## src/verilog/rtc_pkg.sv

```systemverilog
// Purpose: Shared constants and types for the calendar clock core.
// Assumes: 20 MHz reference clock; 32.768 kHz timebase made by a fraction accumulator.
// Notes: Register offsets are byte addresses on the serial port.
package rtc_pkg;
  localparam int unsigned CLK_HZ = 20_000_000;
  localparam int unsigned TB_HZ = 32768;
  localparam int unsigned PULSE_MS = 250;
  localparam int unsigned PULSE_CYC = CLK_HZ / 1000 * PULSE_MS;
  localparam logic [6:0] DEV_ADDR = 7'h6f;
  localparam logic [4:0] A_SEC = 5'h00;
  localparam logic [4:0] A_WDAY = 5'h06;
  localparam logic [4:0] A_STAT = 5'h07;
  localparam logic [4:0] A_INTC = 5'h08;
  localparam logic [4:0] A_UNUSED = 5'h09;
  localparam logic [4:0] A_DTR = 5'h0b;
  localparam logic [4:0] A_ALM0 = 5'h0c;
  localparam logic [4:0] A_ALM_END = 5'h11;
  localparam logic [4:0] A_USR0 = 5'h12;
  localparam logic [4:0] A_LAST = 5'h13;
  localparam logic [7:0] TIME_MASK [7] = '{8'h7f, 8'h7f, 8'hbf, 8'h3f, 8'h1f, 8'hff, 8'h07};
  localparam logic [7:0] DTR_MASK = 8'h07;
  localparam logic [7:0] STAT_RST = 8'h01;
  localparam logic [7:0] CFG_RST = 8'h00;
  localparam int ST_AUTOCLR = 7;
  localparam int ST_XTAL = 6;
  localparam int ST_UNLOCK = 4;
  localparam int ST_ALARM = 2;
  localparam int ST_BACKUP = 1;
  localparam int ST_PLOSS = 0;
  localparam int IC_REPEAT = 7;
  localparam int IC_ALM_ON = 6;
  localparam int IC_PIN_OFF = 4;
  localparam int HR_FMT24 = 7;
  localparam int ALM_EN = 7;
  localparam int PRE_W = 21;
  localparam logic [15:0] SEC_WRAP = 16'hffff;
  // Divider bit giving each selectable output frequency
  localparam logic [4:0] FREQ_BIT [16] = '{5'd0, 5'd0, 5'd3, 5'd5, 5'd9, 5'd10, 5'd11, 5'd12,
                                          5'd13, 5'd14, 5'd15, 5'd16, 5'd17, 5'd18, 5'd19, 5'd20};
  typedef enum {S_IDLE, S_DEV, S_DEVACK, S_PTR, S_PTRACK, S_WR, S_WRACK, S_RD, S_RACK,
                S_RNEXT} i2c_st_t;
endpackage
```

## src/verilog/rtc_core.sv

```systemverilog
// Purpose: Calendar clock core with alarm, frequency output and two-wire slave port.
// Assumes: SCL, SDA and the backup indication come from outside and are synchronised.
// Notes: Open-drain pins are split into output and enable; the output level is always low.
// Overview of operation
// After total power loss counters stay frozen until a clock byte write is closed by STOP.
// Seconds to year counters roll over, honouring short months and leap years.
// Alarm works only when alarm_on is set; repeat select picks single or recurring.
// Any nonzero frequency selection disables the alarm and owns the shared pin.
// Single mode: matching enabled fields pull the pin low and set alarm_flag.
// Recurring mode: every match sets alarm_flag and pulls the pin low 250 ms.
// alarm_flag stays set until host clears it or autoclear does.
// In backup with pin_off_in_backup set, both pin functions are silenced.
// Fifteen nonzero output frequencies up to 32 kHz; zero turns output off.
// Two user bytes are kept through backup operation; the serial port cannot reach them while in backup.
// In backup the serial port ignores all traffic and never answers.
// Slave answers address 1101111x and decodes registers 00h to 13h.
// Register 09h does nothing: writes ignored, reads return zero.
// Map has clock, control, alarm and user sections; nothing above 13h.
// Clock registers accept writes only while clock_write_unlock is set.
// Bursts stay inside one section and may start anywhere in it.
// A clock or alarm read freezes all clock registers into a holding copy.
// After a read the pointer stands one past the last register read.
// Time is held in BCD with the documented ranges and 12 or 24 hour form.
// Weekday counts 0 to 6 and wraps, stepping at each day rollover.
// hour_format_24 selects 24 hour form; else pm_indicator marks afternoon.
// Every year divisible by four is a leap year, with no century exception.
// A clock write closed by STOP starts counting and realigns the second tick.
// With flag_autoclear, a status read closed by STOP clears alarm and backup flags.
// Frequency code 1 gives 32768 Hz, descending through 1/32 Hz at code 15.
// Single mode holds the pin low until alarm_flag is cleared.
// Bit 7 of each alarm register enables that field; all enabled fields must match.
`timescale 1ns/1ps
`default_nettype none
module rtc_core #(
  parameter int unsigned CLK_HZ_P = rtc_pkg::CLK_HZ,
  parameter int unsigned TB_HZ_P = rtc_pkg::TB_HZ,
  parameter int unsigned PULSE_CYCLES = rtc_pkg::PULSE_CYC
) (
  // Clock and reset
  input wire logic REF_CLK,
  input wire logic RST,
  // Serial port pins
  input wire logic SCL_IN,
  input wire logic SDA_IN,
  output logic SDA_OUT,
  output logic SDA_OE,
  // Supply state
  input wire logic BACKUP_MODE,
  // Shared alarm and frequency pin
  output logic ALARM_FREQ_PIN_OUT,
  output logic ALARM_FREQ_PIN_OE
);
  import rtc_pkg::*;

  if (TB_HZ_P * 2 > CLK_HZ_P || PULSE_CYCLES < 1) begin : g_chk
    $error("rtc_core: clock too slow for the timebase or pulse length zero");
  end

  logic [2:0] scl_sy, sda_sy;
  logic [1:0] bkp_sy;
  logic bkp_d_ff;
  logic [31:0] acc_ff;
  logic half_tick;
  logic [PRE_W-1:0] pre_ff;
  logic sec_tick, sec_upd_ff;
  logic running_ff;
  logic [7:0] time_ff [7];
  logic [7:0] nxt_time [7];
  logic [7:0] shadow_ff [7];
  logic [7:0] cfg_ff [8:19];
  logic autoclr_ff, xtal_ff, unlock_ff, alarm_flag_ff, backup_flag_ff, ploss_ff;
  logic keep_alm_ff;
  logic [7:0] status;
  logic day_roll;
  logic [7:0] last_day;
  logic leap;
  logic [7:0] hr24_inc, hr12_inc;
  i2c_st_t st_ff;
  logic [3:0] cnt_ff;
  logic [7:0] sh_ff, tx_ff, rd_data;
  logic rw_ff, sda_oe_ff;
  logic [4:0] ptr_ff, ptr_nx;
  logic wr_pulse_ff;
  logic [4:0] wr_addr_ff;
  logic [7:0] wr_data_ff;
  logic latch_ff, stat_rd_ff, clk_wr_ff, restart_ff, aclr_ff;
  logic start_c, stop_c, scl_rise, scl_fall;
  logic clk_wr_ok;
  logic [5:0] fld_en, fld_hit;
  logic match, alarm_live, alarm_evt;
  logic [31:0] pulse_cnt_ff;
  logic pin_oe_ff;
  logic [3:0] fsel;

  function automatic logic [7:0] bcd_inc(input logic [7:0] v);
    return (v[3:0] == 4'h9) ? {v[7:4] + 4'h1, 4'h0} : v + 8'h01;
  endfunction

  // Pin synchronisers
  always_ff @(posedge REF_CLK) begin
    if (RST) begin
      scl_sy <= 3'h7;
      sda_sy <= 3'h7;
      bkp_sy <= 2'h0;
      bkp_d_ff <= 1'b0;
    end else begin
      scl_sy <= {scl_sy[1:0], SCL_IN};
      sda_sy <= {sda_sy[1:0], SDA_IN};
      bkp_sy <= {bkp_sy[0], BACKUP_MODE};
      bkp_d_ff <= bkp_sy[1];
    end
  end

  assign scl_rise = scl_sy[1] && !scl_sy[2];
  assign scl_fall = !scl_sy[1] && scl_sy[2];
  assign start_c = scl_sy[1] && scl_sy[2] && sda_sy[2] && !sda_sy[1];
  assign stop_c = scl_sy[1] && scl_sy[2] && !sda_sy[2] && sda_sy[1];

  // Timebase at twice the crystal rate, then a binary divider
  always_ff @(posedge REF_CLK) begin
    if (RST) begin
      acc_ff <= 32'h0;
    end else if (acc_ff + 2 * TB_HZ_P >= CLK_HZ_P) begin
      acc_ff <= acc_ff + 2 * TB_HZ_P - CLK_HZ_P;
    end else begin
      acc_ff <= acc_ff + 2 * TB_HZ_P;
    end
  end
  assign half_tick = (acc_ff + 2 * TB_HZ_P >= CLK_HZ_P);

  always_ff @(posedge REF_CLK) begin
    if (RST || restart_ff) begin
      pre_ff <= '0;
    end else if (half_tick) begin
      pre_ff <= pre_ff + 1'b1;
    end
  end
  assign sec_tick = half_tick && running_ff && (pre_ff[15:0] == SEC_WRAP);

  always_ff @(posedge REF_CLK) begin
    if (RST) begin
      running_ff <= 1'b0;
      sec_upd_ff <= 1'b0;
    end else begin
      sec_upd_ff <= sec_tick;
      if (restart_ff) begin
        running_ff <= 1'b1;
      end
    end
  end

  // Calendar next-state
  assign hr24_inc = bcd_inc({2'b00, time_ff[2][5:0]});
  assign hr12_inc = bcd_inc({3'b000, time_ff[2][4:0]});
  assign leap = time_ff[5][4] ? (time_ff[5][1:0] == 2'h2) : (time_ff[5][1:0] == 2'h0);
  always_comb begin
    case (time_ff[4][4:0])
      5'h02: last_day = leap ? 8'h29 : 8'h28;
      5'h04, 5'h06, 5'h09, 5'h11: last_day = 8'h30;
      default: last_day = 8'h31;
    endcase
  end

  always_comb begin
    nxt_time = time_ff;
    day_roll = 1'b0;
    if (time_ff[0][6:0] == 7'h59) begin
      nxt_time[0] = 8'h00;
      if (time_ff[1][6:0] == 7'h59) begin
        nxt_time[1] = 8'h00;
        if (time_ff[2][HR_FMT24]) begin
          if (time_ff[2][5:0] == 6'h23) begin
            nxt_time[2] = 8'h80;
            day_roll = 1'b1;
          end else begin
            nxt_time[2] = {2'b10, hr24_inc[5:0]};
          end
        end else if (time_ff[2][4:0] == 5'h11) begin
          nxt_time[2] = {2'b00, ~time_ff[2][5], 5'h12};
          day_roll = time_ff[2][5];
        end else if (time_ff[2][4:0] == 5'h12) begin
          nxt_time[2] = {2'b00, time_ff[2][5], 5'h01};
        end else begin
          nxt_time[2] = {2'b00, time_ff[2][5], hr12_inc[4:0]};
        end
      end else begin
        nxt_time[1] = bcd_inc(time_ff[1]);
      end
    end else begin
      nxt_time[0] = bcd_inc(time_ff[0]);
    end
    if (day_roll) begin
      nxt_time[6] = (time_ff[6][2:0] == 3'h6) ? 8'h00 : time_ff[6] + 8'h01;
      if (time_ff[3] >= last_day) begin
        nxt_time[3] = 8'h01;
        if (time_ff[4] >= 8'h12) begin
          nxt_time[4] = 8'h01;
          nxt_time[5] = (time_ff[5] == 8'h99) ? 8'h00 : bcd_inc(time_ff[5]);
        end else begin
          nxt_time[4] = bcd_inc(time_ff[4]);
        end
      end else begin
        nxt_time[3] = bcd_inc(time_ff[3]);
      end
    end
  end

  assign clk_wr_ok = wr_pulse_ff && (wr_addr_ff <= A_WDAY) && unlock_ff;

  always_ff @(posedge REF_CLK) begin
    if (RST) begin
      for (int i = 0; i < 7; i++) begin
        time_ff[i] <= 8'h00;
      end
    end else if (clk_wr_ok) begin
      time_ff[wr_addr_ff[2:0]] <= wr_data_ff & TIME_MASK[wr_addr_ff[2:0]];
    end else if (sec_tick) begin
      time_ff <= nxt_time;
    end
  end

  always_ff @(posedge REF_CLK) begin
    if (RST) begin
      for (int i = 0; i < 7; i++) begin
        shadow_ff[i] <= 8'h00;
      end
    end else if (latch_ff) begin
      shadow_ff <= time_ff;
    end
  end

  // Control, alarm and user bytes; 09h is never stored
  always_ff @(posedge REF_CLK) begin
    if (RST) begin
      for (int i = 8; i < 20; i++) begin
        cfg_ff[i] <= CFG_RST;
      end
    end else if (wr_pulse_ff && wr_addr_ff >= A_INTC && wr_addr_ff <= A_LAST) begin
      if (wr_addr_ff == A_DTR) begin
        cfg_ff[A_DTR] <= wr_data_ff & DTR_MASK;
      end else if (wr_addr_ff != A_UNUSED) begin
        cfg_ff[wr_addr_ff] <= wr_data_ff;
      end
    end
  end
  assign fsel = cfg_ff[A_INTC][3:0];

  // Status flags: hardware set wins over any clear
  always_ff @(posedge REF_CLK) begin
    if (RST) begin
      {autoclr_ff, xtal_ff, unlock_ff} <= 3'h0;
      {alarm_flag_ff, backup_flag_ff, keep_alm_ff} <= 3'h0;
      ploss_ff <= STAT_RST[ST_PLOSS];
    end else begin
      if (wr_pulse_ff && wr_addr_ff == A_STAT) begin
        autoclr_ff <= wr_data_ff[ST_AUTOCLR];
        xtal_ff <= wr_data_ff[ST_XTAL];
        unlock_ff <= wr_data_ff[ST_UNLOCK];
      end
      if (clk_wr_ok) begin
        ploss_ff <= 1'b0;
      end
      if (alarm_evt) begin
        alarm_flag_ff <= 1'b1;
      end else if (wr_pulse_ff && wr_addr_ff == A_STAT && !wr_data_ff[ST_ALARM]) begin
        alarm_flag_ff <= 1'b0;
      end else if (aclr_ff && autoclr_ff && !keep_alm_ff) begin
        alarm_flag_ff <= 1'b0;
      end
      if (bkp_sy[1] && !bkp_d_ff) begin
        backup_flag_ff <= 1'b1;
      end else if (wr_pulse_ff && wr_addr_ff == A_STAT && !wr_data_ff[ST_BACKUP]) begin
        backup_flag_ff <= 1'b0;
      end else if (aclr_ff && autoclr_ff) begin
        backup_flag_ff <= 1'b0;
      end
      if (aclr_ff) begin
        keep_alm_ff <= 1'b0;
      end else if (alarm_evt && stat_rd_ff) begin
        keep_alm_ff <= 1'b1;
      end
    end
  end
  assign status = {autoclr_ff, xtal_ff, 1'b0, unlock_ff, 1'b0, alarm_flag_ff, backup_flag_ff,
                   ploss_ff};

  // Read data; the load at the address acknowledge sees live time being latched
  always_comb begin
    rd_data = 8'h00;
    if (ptr_ff <= A_WDAY) begin
      rd_data = (st_ff == S_DEVACK) ? time_ff[ptr_ff[2:0]] : shadow_ff[ptr_ff[2:0]];
    end else if (ptr_ff == A_STAT) begin
      rd_data = status;
    end else if (ptr_ff <= A_LAST && ptr_ff != A_UNUSED) begin
      rd_data = cfg_ff[ptr_ff];
    end
  end

  // Pointer step wraps inside the current section
  always_comb begin
    case (ptr_ff)
      A_WDAY: ptr_nx = A_SEC;
      A_DTR: ptr_nx = A_STAT;
      A_ALM_END: ptr_nx = A_ALM0;
      A_LAST: ptr_nx = A_USR0;
      default: ptr_nx = ptr_ff + 5'h01;
    endcase
  end

  // Serial slave
  always_ff @(posedge REF_CLK) begin
    if (RST) begin
      st_ff <= S_IDLE;
      {cnt_ff, sh_ff, tx_ff} <= '0;
      {rw_ff, sda_oe_ff, wr_pulse_ff, latch_ff} <= 4'h0;
      {stat_rd_ff, clk_wr_ff, restart_ff, aclr_ff} <= 4'h0;
      ptr_ff <= A_SEC;
      wr_addr_ff <= A_SEC;
      wr_data_ff <= 8'h00;
    end else if (bkp_sy[1]) begin
      st_ff <= S_IDLE;
      {sda_oe_ff, wr_pulse_ff, latch_ff} <= 3'h0;
      {stat_rd_ff, clk_wr_ff, restart_ff, aclr_ff} <= 4'h0;
    end else begin
      {wr_pulse_ff, latch_ff, restart_ff, aclr_ff} <= 4'h0;
      if (start_c) begin
        st_ff <= S_DEV;
        cnt_ff <= 4'h0;
        sda_oe_ff <= 1'b0;
      end else if (stop_c) begin
        st_ff <= S_IDLE;
        sda_oe_ff <= 1'b0;
        restart_ff <= clk_wr_ff;
        aclr_ff <= stat_rd_ff;
        clk_wr_ff <= 1'b0;
        stat_rd_ff <= 1'b0;
      end else if (scl_rise) begin
        case (st_ff)
          S_DEV, S_PTR, S_WR: begin
            sh_ff <= {sh_ff[6:0], sda_sy[1]};
            cnt_ff <= cnt_ff + 4'h1;
          end
          S_RACK: st_ff <= sda_sy[1] ? S_IDLE : S_RNEXT;
          default: ;
        endcase
      end else if (scl_fall) begin
        case (st_ff)
          S_DEV: if (cnt_ff == 4'h8) begin
            if (sh_ff[7:1] == DEV_ADDR) begin
              st_ff <= S_DEVACK;
              sda_oe_ff <= 1'b1;
              rw_ff <= sh_ff[0];
            end else begin
              st_ff <= S_IDLE;
            end
          end
          S_PTR: if (cnt_ff == 4'h8) begin
            ptr_ff <= sh_ff[4:0];
            sda_oe_ff <= 1'b1;
            st_ff <= S_PTRACK;
          end
          S_WR: if (cnt_ff == 4'h8) begin
            wr_pulse_ff <= 1'b1;
            wr_addr_ff <= ptr_ff;
            wr_data_ff <= sh_ff;
            sda_oe_ff <= 1'b1;
            st_ff <= S_WRACK;
            if (ptr_ff <= A_WDAY && unlock_ff) begin
              clk_wr_ff <= 1'b1;
            end
          end
          S_DEVACK: begin
            cnt_ff <= 4'h0;
            if (rw_ff) begin
              latch_ff <= (ptr_ff <= A_WDAY) || (ptr_ff >= A_ALM0 && ptr_ff <= A_ALM_END);
              tx_ff <= rd_data;
              sda_oe_ff <= !rd_data[7];
              stat_rd_ff <= stat_rd_ff || (ptr_ff == A_STAT);
              st_ff <= S_RD;
            end else begin
              sda_oe_ff <= 1'b0;
              st_ff <= S_PTR;
            end
          end
          S_PTRACK, S_WRACK: begin
            sda_oe_ff <= 1'b0;
            cnt_ff <= 4'h0;
            if (st_ff == S_WRACK) begin
              ptr_ff <= ptr_nx;
            end
            st_ff <= S_WR;
          end
          S_RD: if (cnt_ff == 4'h7) begin
            sda_oe_ff <= 1'b0;
            ptr_ff <= ptr_nx;
            st_ff <= S_RACK;
          end else begin
            tx_ff <= {tx_ff[6:0], 1'b0};
            sda_oe_ff <= !tx_ff[6];
            cnt_ff <= cnt_ff + 4'h1;
          end
          S_RNEXT: begin
            tx_ff <= rd_data;
            sda_oe_ff <= !rd_data[7];
            stat_rd_ff <= stat_rd_ff || (ptr_ff == A_STAT);
            cnt_ff <= 4'h0;
            st_ff <= S_RD;
          end
          default: st_ff <= S_IDLE;
        endcase
      end
    end
  end
  assign SDA_OUT = 1'b0;
  assign SDA_OE = sda_oe_ff;

  // Alarm compare per field; alarm field 5 is the weekday
  for (genvar i = 0; i < 6; i++) begin : g_fld
    localparam int TI = (i == 5) ? 6 : i;
    assign fld_en[i] = cfg_ff[A_ALM0 + i][ALM_EN];
    assign fld_hit[i] = !fld_en[i] ||
        ((cfg_ff[A_ALM0 + i][6:0] & TIME_MASK[TI][6:0]) == (time_ff[TI][6:0] & TIME_MASK[TI][6:0]));
  end
  assign match = (|fld_en) && (&fld_hit);
  assign alarm_live = cfg_ff[A_INTC][IC_ALM_ON] && (fsel == 4'h0);
  assign alarm_evt = alarm_live && sec_upd_ff && match;

  always_ff @(posedge REF_CLK) begin
    if (RST) begin
      pulse_cnt_ff <= 32'h0;
    end else if (alarm_evt && cfg_ff[A_INTC][IC_REPEAT]) begin
      pulse_cnt_ff <= PULSE_CYCLES;
    end else if (pulse_cnt_ff != 32'h0) begin
      pulse_cnt_ff <= pulse_cnt_ff - 32'h1;
    end
  end

  // Shared pin: frequency output overrides the alarm
  always_ff @(posedge REF_CLK) begin
    if (RST) begin
      pin_oe_ff <= 1'b0;
    end else if (bkp_sy[1] && cfg_ff[A_INTC][IC_PIN_OFF]) begin
      pin_oe_ff <= 1'b0;
    end else if (fsel != 4'h0) begin
      pin_oe_ff <= !pre_ff[FREQ_BIT[fsel]];
    end else if (cfg_ff[A_INTC][IC_REPEAT]) begin
      pin_oe_ff <= alarm_live && (pulse_cnt_ff != 32'h0);
    end else begin
      pin_oe_ff <= alarm_live && alarm_flag_ff;
    end
  end
  assign ALARM_FREQ_PIN_OUT = 1'b0;
  assign ALARM_FREQ_PIN_OE = pin_oe_ff;

  a_frozen_clock: assert property (@(posedge REF_CLK) disable iff (RST)
    (!running_ff && !clk_wr_ok) |=> $stable(time_ff[0])) else $error("time moved while frozen");
  a_unlock_guard: assert property (@(posedge REF_CLK) disable iff (RST)
    (wr_pulse_ff && wr_addr_ff == A_SEC && !unlock_ff && !sec_tick) |=> $stable(time_ff[0]))
    else $error("locked clock write took effect");
  a_freq_blocks_alarm: assert property (@(posedge REF_CLK) disable iff (RST)
    (fsel != 4'h0 && sec_upd_ff && match) |=> !$rose(alarm_flag_ff))
    else $error("alarm fired with frequency output on");
  a_alarm_sets_flag: assert property (@(posedge REF_CLK) disable iff (RST)
    alarm_evt |=> alarm_flag_ff) else $error("alarm event did not set flag");
  a_single_pin_low: assert property (@(posedge REF_CLK) disable iff (RST)
    (alarm_live && !cfg_ff[A_INTC][IC_REPEAT] && alarm_flag_ff && !bkp_sy[1]) ##1
    (alarm_live && !cfg_ff[A_INTC][IC_REPEAT]) |-> ALARM_FREQ_PIN_OE)
    else $error("single alarm pin released while flag set");
  a_pulse_start: assert property (@(posedge REF_CLK) disable iff (RST)
    (alarm_evt && cfg_ff[A_INTC][IC_REPEAT] && !bkp_sy[1]) ##1 (fsel == 4'h0 && !bkp_sy[1] &&
    cfg_ff[A_INTC][IC_REPEAT] && alarm_live) |-> ##1 ALARM_FREQ_PIN_OE)
    else $error("recurring alarm pulse missing");
  a_pin_off_backup: assert property (@(posedge REF_CLK) disable iff (RST)
    (bkp_sy[1] && cfg_ff[A_INTC][IC_PIN_OFF]) |=> !ALARM_FREQ_PIN_OE)
    else $error("shared pin active in backup");
  a_bus_silent: assert property (@(posedge REF_CLK) disable iff (RST)
    bkp_sy[1] |=> !SDA_OE) else $error("serial port answered in backup");
  a_weekday_wrap: assert property (@(posedge REF_CLK) disable iff (RST)
    (sec_tick && !clk_wr_ok && day_roll && time_ff[6] == 8'h06) |=> time_ff[6] == 8'h00)
    else $error("weekday did not wrap");
  a_ptr_advance: assert property (@(posedge REF_CLK) disable iff (RST)
    (!bkp_sy[1] && !start_c && !stop_c && scl_fall && st_ff == S_RD && cnt_ff == 4'h7) |=>
    (ptr_ff == $past(ptr_nx) && st_ff == S_RACK)) else $error("pointer not advanced");
  a_autoclear: assert property (@(posedge REF_CLK) disable iff (RST)
    (aclr_ff && autoclr_ff && !alarm_evt && !keep_alm_ff) |=> !alarm_flag_ff)
    else $error("autoclear missed");
endmodule
`default_nettype wire

```

## config.mk

```make
export PLATFORM = sky130hd
export DESIGN_NAME = rtc_core
export DESIGN_NICKNAME = d
export VERILOG_FILES = /design/src/verilog/rtc_pkg.sv /design/src/verilog/rtc_core.sv
export SDC_FILE = /design/constraint.sdc
export NUM_CORES = 1
export LEC_CHECK = 0
export BUFFER_PORTS_ARGS = -buffer_cell sky130_fd_sc_hd__buf_2
export CAP_MARGIN = 0
export CELL_PAD_IN_SITES_DETAIL_PLACEMENT = 0
export CELL_PAD_IN_SITES_GLOBAL_PLACEMENT = 1
export CORE_UTILIZATION = 50
export CTS_BUF_LIST = sky130_fd_sc_hd__clkbuf_8
export DETAILED_ROUTE_END_ITERATION = 16
export HOLD_SLACK_MARGIN = 0.15
export PLACE_DENSITY = 0.75
export SYNTH_ARGS = -nofsm -noshare
export SYNTH_HDL_FRONTEND = slang
export SYNTH_SLANG_ARGS = --single-unit
```

## constraint.sdc

```tcl
create_clock -name REF_CLK -period 6.3 [get_ports REF_CLK]
set_clock_uncertainty 0.15 [all_clocks]
set_input_delay 1.26 -clock REF_CLK [delete_from_list [all_inputs] [get_ports REF_CLK]]
set_output_delay 1.26 -clock REF_CLK [all_outputs]
set_load 0.02 [all_outputs]
```

==> flow_metrics.env, run 1 <==
export IMPL_required_ns=6.71
export IMPL_fp_dieH_um=204
export IMPL_synth_xor_area_share_pct=5.32
export IMPL_crit_fanout=16
export IMPL_min_path_type="reg2reg"
export IMPL_cts_tree="yes"
export IMPL_finalNetCount=2133
export IMPL_hpwl_um=37700
export IMPL_drtIter0Drc=1250
export IMPL_holdBufCountCts=0
export IMPL_area_delta_synth_final_pct=9.42
export IMPL_antenna_found_initial=1
export IMPL_syn_avg_cell_area_sq_um=9.77
export IMPL_slowest_stage="a2111oi_4"
export IMPL_peakVddDrop_mv=0.203
export IMPL_port_buffers=6
export IMPL_globalplace_congestion=0.869
export IMPL_cpMostUsedCell="a21o_1"
export IMPL_wire_per_inst_um=20.9
export IMPL_clock_fmax_ghz=0.226
export IMPL_power_switching_mw=1.95
export IMPL_p_int_mw=4.60
export IMPL_fin_ws_ns=1.87
export IMPL_cap_violations=0
export IMPL_syn_inst=2088
export IMPL_synthArstFlopShare_pct=0
export IMPL_synth_seq_cells=389
export IMPL_fin_cells=2671
export IMPL_post_cts_setup_buffers=0
export IMPL_htreeDepth=3
export IMPL_dpl_cell_area_sq_mm=0.0209
export IMPL_synth_cell_types=92
export IMPL_insertion_delay_ns=0.67
export IMPL_worstPathArrival_ns=4.84
export IMPL_status="finished, final reports clean"
export IMPL_antenna_cells=0
export IMPL_cts_buffer_depth=3
export IMPL_hold_viol=0
export IMPL_dp_cells=2543
export IMPL_holdWs_ns=0.257
export IMPL_drive_above_1_share_pct=11.3
export IMPL_synth_edf_count=128
export IMPL_start_kind="register"
export IMPL_final_min_clock_period_ns=4.43
export IMPL_synthSimpleGateAreaFrac_pct=19.0
export IMPL_ys_seq_area_share_pct=44.4
export IMPL_track_usage_pct=27.4
export IMPL_design_area_sq_mm=0.0223
export IMPL_cp_slowest_stage_delay_ns=0.68
export IMPL_synth_top_family_by_area="simple AND/OR/NAND/NOR gates"
export IMPL_grt_pass1_vias=15100
export IMPL_clkPwrFrac_pct=37.3
export IMPL_report_power_total_mw=6.55
export IMPL_pre_cts_ws_ns=1.94
export IMPL_pwr_share_comb_pct=17.3
export IMPL_finalSetupViolCount=0
export IMPL_ant_nets=0
export IMPL_io_pin_count=9
export IMPL_final_period_utilization_pct=70.3
export IMPL_power_frac_seq_pct=45.4
export IMPL_tns_ns=0
export IMPL_netSwitchingFraction_pct=29.8
export IMPL_max_slew_margin_rel_pct=20.7
export IMPL_fillers=3593
export IMPL_yosysWarnings=0
export IMPL_cp_end_kind="register"
export IMPL_synthAdderAreaFrac_pct=2.32
export IMPL_wirelength_um=55700
export IMPL_die_w_um=204
export IMPL_cp_num_buf_inv=0
export IMPL_grt_overflow_total=0
export IMPL_synth_compound_area_share_pct=12.1
export IMPL_cp_top_family="compound AO/OA/AOI/OAI gates"
export IMPL_netlist_area_sq_mm=0.0204
export IMPL_drc=0
export IMPL_grt_start_max_net_pins=162
export IMPL_vias_per_cell=5.86
export IMPL_post_cts_resize_count=0
export IMPL_dr_total_vias=15700
export IMPL_fin_util_pct=55.8
export IMPL_rsz0062_at_grt="false"
export IMPL_die_area_sq_mm=0.0416
export IMPL_p_leak_nw=8.05
export IMPL_path_cells="o21ai_0 -> a2111o_1 -> o31a_1 -> ha_1 -> or4b_1 -> a21o_1 -> a21o_1 -> a2111oi_4 -> nor2_1 -> a31oi_2 -> a221oi_1 -> a211oi_1"
export IMPL_cts_buffers=71
export IMPL_max_slew_worst_pin_slew_ns=1.18
export IMPL_rows=73
export IMPL_clkSinkCount=389
export IMPL_coreArea_sq_mm=0.0400
export IMPL_synth_ff_type="dfxtp_1"
export IMPL_powerDensity_mw_per_mm2=293
export IMPL_first_pass_iters=7
export IMPL_r2r_slack_ns=1.87
export IMPL_path_class="reg2reg"
export IMPL_cts_root_buf="clkbuf_8"
export IMPL_final_max_slew_viol_count=0
export IMPL_grt_first_pass_wirelength_um=87200
export IMPL_start_util_pct=51.0
export IMPL_clk_pin_slew_ns=0.07
export IMPL_muxShareOfSynthArea_pct=12.9
logic make-up (layout without fill, tap and decap cells):
family,Yosys count,count (layout)
AOI/OAI and AO/OA,375,375
adders and majority gates,38,38
other,1,47
muxes,177,177
xor gates and xnor gates,124,124
and+or+nand+nor,782,782
buffers and inverters,202,214
DFF,389,389
power groups by stage:
stage | registers (mW) | clock network, mW | logic (mW)
5_1_grt | 3.00 | 2.61 | 1.29
6_report | 2.98 | 2.44 | 1.13
2_1_floorplan | 2.96 | 0 | 0.970
4_1_cts | 2.97 | 2.49 | 1.14
3_5_place_dp | 3.02 | 0 | 1.13
3_3_place_gp | 3.02 | 0 | 1.12
synthesized netlist by cell type, types with 7 or more instances:
cell      count  share of area, %
inv_1        54              0.99
buf_1        21              0.39
nand2_1     140               2.6
edfxtp_1    128                19
xor2_1       46               2.0
mux2i_1     106               5.2
nand4_1      19              0.58
dfxtp_1     261                26
and2_1       77               2.4
or3_1        20              0.61
a22oi_1      16              0.59
mux4_2       68               7.5
nor2b_1      16              0.49
clkbuf_1    109               2.0
nand2b_1     21              0.64
nand3_1      37              0.91
and3_1       21              0.64
a211oi_1     32               1.2
buf_2        11              0.27
o211ai_1     10              0.37
nor4_1       27              0.83
a32oi_1      12              0.52
o21ai_0      92               2.3
a21oi_1     101               2.5
xnor2_1      78               3.3
o31ai_1      12              0.44
a21o_1        9              0.33
nor3_1       41               1.0
a221oi_1     10              0.43
nor3b_1       8              0.29
nand3b_1      7              0.26
ha_1         37               2.3
or2_2        16              0.49
or4_1         8              0.29
nor2_1      288               5.3
a31oi_1      17              0.52
layout make-up:
| type | instances | area [sq um] | share of cell area [%] |
|---|---|---|---|
| Clock inverter | 41 | 245 | 1.10 |
| Multi-Input combinational cell | 1543 | 10700 | 48.0 |
| Tap cell | 525 | 657 | 2.94 |
| Timing Repair Buffer | 31 | 236 | 1.06 |
| Clock buffer | 87 | 1200 | 5.36 |
| Sequential cell | 389 | 9070 | 40.6 |
| Inverter | 55 | 206 | 0.925 |
state kept, by name, indices dropped and copies added, names as in the netlist, 2 cells and up, named ones only:
| name | flops |
|---|---|
| acc_ff | 24 |
| bkp_sy | 2 |
| cfg_ff | 128 |
| cnt_ff | 4 |
| pre_ff | 21 |
| ptr_ff | 5 |
| pulse_cnt_ff | 32 |
| scl_sy | 3 |
| sda_sy | 3 |
| sh_ff | 8 |
| shadow_ff | 56 |
| st_ff | 4 |
| time_ff | 56 |
| tx_ff | 7 |
| wr_addr_ff | 5 |
| wr_data_ff | 8 |
cells in the final DEF, fill, tap and decap left out, types with 7 or more instances in the layout:
cell and n:
nand3_1 37, and3_1 21, clkbuf_8 87, xnor2_1 78, a22oi_1 16, buf_4 24, o211ai_1 10, nor3b_1 8
xor2_1 46, a211oi_1 32, a221oi_1 10, or4_1 8, a21o_1 9, ha_1 37, nand2b_1 21, conb_1 47
o31ai_1 12, a31oi_1 17, nor3_1 41, or3_1 20, o21ai_0 92, edfxtp_1 128, mux4_2 68, a32oi_1 12
nand2_1 140, a21oi_1 101, nand3b_1 7, or2_2 16, nor2b_1 16, nand4_1 19, nor4_1 26, inv_1 81
and2_1 77, dfxtp_1 258, mux2i_1 106, nor2_1 288
worst register-to-register path: stages (launching register included):
cell and delay (ns):
dfxtp_1 0.66, o21ai_0 0.18, a2111o_1 0.43, o31a_1 0.11, ha_1 0.26, or4b_1 0.46
a21o_1 0.19, a21o_1 0.20, a2111oi_4 0.68, nor2_1 0.18, a31oi_2 0.49, a221oi_1 0.11
a211oi_1 0.23
routing by layer:
layer,routed length [um],track usage (%)
met1,24600,36.5
met2,25600,43.4
met3,3440,5.40
met4,2060,11.4
met5,9,0
worst paths after layout:
check	cells after the start	start	endpoint
max	12	time_ff[17]	time_ff[18]
min	1	aclr_ff	keep_alm_ff
max reg2reg	12	time_ff[17]	time_ff[18]
min reg2reg	1	aclr_ff	keep_alm_ff
Power figures use the tool's default switching activity.
==> run 2, diff against run 1 <==
==> constraint.sdc (replaced) <==
create_clock -name REF_CLK -period 4.6 [get_ports REF_CLK]
set_clock_uncertainty 0.15 [all_clocks]
set_input_delay 0.92 -clock REF_CLK [delete_from_list [all_inputs] [get_ports REF_CLK]]
set_output_delay 0.92 -clock REF_CLK [all_outputs]
set_load 0.02 [all_outputs]
==> flow_metrics.env, run 2 (synthesis gave the netlist of run 1 again) <==
export IMPL_crit_path_start="acc_ff[16]"
export IMPL_antenna_cells=0
export IMPL_drive_above_1_share_pct=12.1
export IMPL_max_slew_worst_pin_slew_ns=1.11
export IMPL_clock_fmax_ghz=0.258
export IMPL_holdBufCountCts=0
export IMPL_start_kind="register"
export IMPL_dr_total_vias=15800
export IMPL_largest_register_ffs=128
export IMPL_die_area_sq_mm=0.0416
export IMPL_hpwl_um=38300
export IMPL_clkSinkCount=389
export IMPL_min_path_type="reg2reg"
export IMPL_final_cell_mix="288 x nor2_1, 258 x dfxtp_1, 140 x nand2_1"
export IMPL_multi_input_area_sq_mm=0.0107
export IMPL_drc=0
export IMPL_area_delta_synth_final_pct=9.91
export IMPL_pre_cts_ws_ns=0.760
export IMPL_antenna_found_initial=1
export IMPL_wirelength_um=56200
export IMPL_finalSetupViolCount=0
export IMPL_top_register="cfg_ff"
export IMPL_rsz0062_at_grt="false"
export IMPL_worst_hold_startpoint="sda_sy[0]"
export IMPL_p_leak_nw=8.15
export IMPL_coreArea_sq_mm=0.0400
export IMPL_start_util_pct=51.0
export IMPL_cts_buffers=71
export IMPL_port_buffers=6
export IMPL_grt_start_max_net_pins=77
export IMPL_required_ns=4.98
export IMPL_final_common_cell="nor2_1"
export IMPL_crit_fanout=16
export IMPL_grt_first_pass_wirelength_um=88000
export IMPL_fp_dieH_um=204
export IMPL_drtIter0Drc=1324
export IMPL_path_class="reg2reg"
export IMPL_post_cts_resize_count=0
export IMPL_grt_overflow_total=0
export IMPL_vias_per_cell=5.85
export IMPL_cts_root_buf="clkbuf_8"
export IMPL_final_min_clock_period_ns=3.87
export IMPL_cts_tree="yes"
export IMPL_top_regs="cfg_ff (128), shadow_ff (56), time_ff (56)"
export IMPL_fillers=3566
export IMPL_insertion_delay_ns=0.65
export IMPL_cap_violations=0
export IMPL_cp_end_kind="register"
export IMPL_rows=73
export IMPL_clk_pin_slew_ns=0.06
export IMPL_regArea_sq_mm=0.00907
export IMPL_post_cts_setup_buffers=0
export IMPL_final_max_slew_viol_count=0
export IMPL_powerDensity_mw_per_mm2=392
export IMPL_cts_buffer_depth=3
export IMPL_grt_pass1_vias=15300
export IMPL_die_w_um=204
export IMPL_worstPathArrival_ns=4.25
export IMPL_globalplace_congestion=0.887
export IMPL_r2r_start="acc_ff[16]"
export IMPL_first_pass_iters=5
export IMPL_ant_nets=0
export IMPL_finalNetCount=2159
export IMPL_max_slew_margin_rel_pct=25.5
export IMPL_final_period_utilization_pct=84.2
export IMPL_peakVddDrop_mv=0.246
export IMPL_htreeDepth=3
export IMPL_fin_ws_ns=0.728
export IMPL_status="finished, final reports clean"
export IMPL_io_pin_count=9
export IMPL_track_usage_pct=27.6
export IMPL_hold_viol=0
export IMPL_tns_ns=0
export IMPL_wire_per_inst_um=20.8
run 2: layer usage:
layer / vias up / share of wire, % / global-route usage [%]
li1: 7542 / - / -
met4: 0 / 2.9 / 9.78
met1: 7646 / 44 / 36.7
met5: - / 0 / 0
met2: 475 / 47 / 45.2
met3: 114 / 5.9 / 4.82
run 2: through the flow:
stage / util (%) / instance area [sq um] / hold slack (ns) / cells / power (mW)
6_report: 56.1 / 22400 / 0.258 / 2695 / 8.79
5_1_grt: 56.1 / 22400 / 0.267 / 2695 / 9.25
4_1_cts: 56.1 / 22400 / 0.256 / 2695 / 8.87
3_5_place_dp: 52.7 / 21100 / 0.243 / 2569 / 5.71
3_3_place_gp: 52.7 / 21100 / 0.248 / 2569 / 5.68
2_1_floorplan: - / 20600 / 0.239 / 2134 / 5.38
run 2: cell type report:
class / instances / share of cell area, %
clock buffer: 83 / 5.09
clock inverter: 43 / 0.920
inverter: 55 / 0.920
multi-input combinational: 1543 / 47.8
sequential: 389 / 40.5
tap: 525 / 2.93
timing repair buffer: 57 / 1.92
run 2: worst max-delay path, stage by stage (launching register included):
cell	delay (ns)
dfxtp_1	0.46
ha_1	0.35
nand3_2	0.22
nor3_1	0.37
mux2i_1	0.25
a211oi_1	0.12
and3_1	0.35
a211o_1	0.43
a211oi_4	0.61
o21ai_1	0.16
a32o_1	0.30
run 2: power breakdown:
part	total [mW]	internal, mW	leakage [nW]	switching [mW]
Clock	3.15	1.69	0.802	1.46
Combinational	1.57	0.679	3.92	0.887
Sequential	4.07	3.80	3.43	0.268
Total	8.79	6.17	8.15	2.61
run 2: final timing paths:
| check | end | slack, ns | cells after the start |
|---|---|---|---|
| setup / recovery | time_ff[12] | 0.73 | 10 |
| setup reg to reg | time_ff[12] | 0.73 | 10 |
| hold / removal | sda_sy[1] | 0.26 | 1 |
| hold reg to reg | sda_sy[1] | 0.26 | 1 |
==> run 3, diff against run 2 <==
==> constraint.sdc (replaced) <==
create_clock -name REF_CLK -period 3.6 [get_ports REF_CLK]
set_clock_uncertainty 0.15 [all_clocks]
set_input_delay 0.72 -clock REF_CLK [delete_from_list [all_inputs] [get_ports REF_CLK]]
set_output_delay 0.72 -clock REF_CLK [all_outputs]
set_load 0.02 [all_outputs]
==> flow_metrics.env, run 3 (synthesis gave the netlist of run 1 again) <==
export IMPL_status="finished, final reports clean"
export IMPL_top_register="cfg_ff"
export IMPL_final_common_cell="nor2_1"
export IMPL_r2r_start="time_ff[9]"
export IMPL_path_class="reg2reg"
export IMPL_rsz0062_at_grt="true"
export IMPL_cts_root_buf="clkbuf_8"
export IMPL_clkSinkCount=389
export IMPL_worstHoldEndpoint="wr_addr_ff[4]"
export IMPL_htreeDepth=3
export IMPL_start_kind="register"
export IMPL_grt_pass1_vias=15500
export IMPL_ant_nets=0
export IMPL_die_area_sq_mm=0.0416
export IMPL_cts_buffers=70
export IMPL_cap_violations=0
export IMPL_area_delta_synth_final_pct=12.3
export IMPL_powerDensity_mw_per_mm2=489
export IMPL_io_pin_count=9
export IMPL_final_period_utilization_pct=97.2
export IMPL_rows=73
export IMPL_wire_per_inst_um=20.7
export IMPL_port_buffers=6
export IMPL_p_leak_nw=8.41
export IMPL_min_path_type="in2reg"
export IMPL_multi_input_area_sq_mm=0.0107
export IMPL_globalplace_congestion=0.926
export IMPL_final_cell_mix="286 x nor2_1, 256 x dfxtp_1, 140 x nand2_1"
export IMPL_cts_buffer_depth=3
export IMPL_cp_end_kind="register"
export IMPL_start_util_pct=51.0
export IMPL_reg2regPathDepth=15
export IMPL_drive_above_1_share_pct=14.6
export IMPL_hpwl_um=39100
export IMPL_coreArea_sq_mm=0.0400
export IMPL_final_min_clock_period_ns=3.50
export IMPL_hold_viol=0
export IMPL_grt_first_pass_wirelength_um=89500
export IMPL_top_regs="cfg_ff (128), shadow_ff (56), time_ff (56)"
export IMPL_die_w_um=204
export IMPL_regArea_sq_mm=0.00908
export IMPL_worst_hold_startpoint="RST"
export IMPL_whs_path_depth=2
export IMPL_peakVddDrop_mv=0.314
export IMPL_final_max_slew_viol_count=0
export IMPL_report_power_total_mw=11.2
export IMPL_r2r_end="time_ff[16]"
export IMPL_worstPathArrival_ns=3.90
export IMPL_drtIter0Drc=1422
export IMPL_grt_start_max_net_pins=187
export IMPL_drc=0
export IMPL_finalNetCount=2222
export IMPL_grt_overflow_total=0
export IMPL_holdWs_ns=0.238
export IMPL_track_usage_pct=28.0
export IMPL_largest_register_ffs=128
export IMPL_cts_tree="yes"
export IMPL_wirelength_um=57000
export IMPL_r2r_slack_ns=0.1
export IMPL_antenna_found_initial=1
export IMPL_tns_ns=0
export IMPL_antenna_cells=0
export IMPL_design_area_sq_mm=0.0229
export IMPL_crit_fanout=5
export IMPL_fillers=3566
export IMPL_clk_pin_slew_ns=0.06
export IMPL_max_slew_margin_rel_pct=13.8
export IMPL_fp_dieH_um=204
export IMPL_clock_fmax_ghz=0.286
export IMPL_max_slew_worst_pin_slew_ns=1.28
export IMPL_first_pass_iters=5
export IMPL_finalSetupViolCount=0
export IMPL_vias_per_cell=5.88
export IMPL_dpl_cell_area_sq_mm=0.0215
export IMPL_required_ns=4.00
export IMPL_dr_total_vias=16200
export IMPL_insertion_delay_ns=0.64
run 3: cell count changes in the layout (fill, tap and decap cells not counted), sizes merged:
| cell | change |
|---|---|
| clkinv | +8 |
| inv | -8 |
| buf | +60 |
| clkinvlp | +2 |
| a211oi | +1 |
| dlygate4sd3 | +3 |
| bufinv | -1 |
| clkbuf | -3 |
run 3: routing by layer:
metal  GRT usage (%)  share of wire, %  up-vias
li1                -                 -     7677
met1            38.7                45     7826
met5               0                 0        -
met2            42.9                45      580
met4            10.7               3.4        0
met3            5.95               7.4      120
run 3: worst max-delay path, stage by stage, from the launching register on:
cell       delay [ns]
dfxtp_2          0.34
xor2_1           0.15
o21ai_1          0.09
a2111o_1         0.35
o31a_1           0.11
ha_1             0.27
or4b_1           0.51
a21o_1           0.16
a21o_1           0.18
a2111oi_4        0.40
nor2_2           0.11
a31oi_4          0.22
buf_6            0.15
buf_4            0.10
nand2_1          0.04
a21oi_1          0.11
run 3: worst max path at each step:
stage                      start           endpoint  slack (ns)  depth (start not counted)
global route          time_ff[9]        time_ff[17]       -0.09                         14
finish                time_ff[9]        time_ff[16]         0.1                         15
floorplan             time_ff[9]        time_ff[20]        0.01                         14
CTS                 cfg_ff[8][3]  ALARM_FREQ_PIN_OE        0.06                          8
detailed placement   time_ff[12]        time_ff[22]        0.08                         14
global placement     time_ff[12]        time_ff[22]        0.12                         14
run 3: area by class of cell:
class,instances,share of cell area (%)
multi-input combinational,1544,46.9
clock inverter,44,0.819
tap,525,2.87
inverter,55,0.901
sequential,389,39.6
clock buffer,80,4.80
timing repair buffer,120,4.11
run 3: power breakdown:
group          leakage (nW)  switching, mW  internal, mW
registers              3.43          0.315          4.86
clock network         0.730           1.86          2.02
logic                  4.25           1.21         0.935
run 3: what timing repair did:
item / CTS / global route
hold endpoints to repair: 3 / 0
setup buffers: 0 / 4
hold buffers: 3 / 0
gates resized for setup: 0 / 9
endpoints found under the setup margin: 0 / 27
run 3: metrics by stage:
step / instances / util, % / worst slack [ns]
after floorplan: 2134 / - / 0.00970
after global placement: 2625 / 53.8 / 0.117
after detailed placement: 2625 / 53.8 / 0.0812
after CTS: 2752 / 57.1 / 0.0582
after global routing: 2757 / 57.3 / -0.0870
final: 2757 / 57.3 / 0.0991
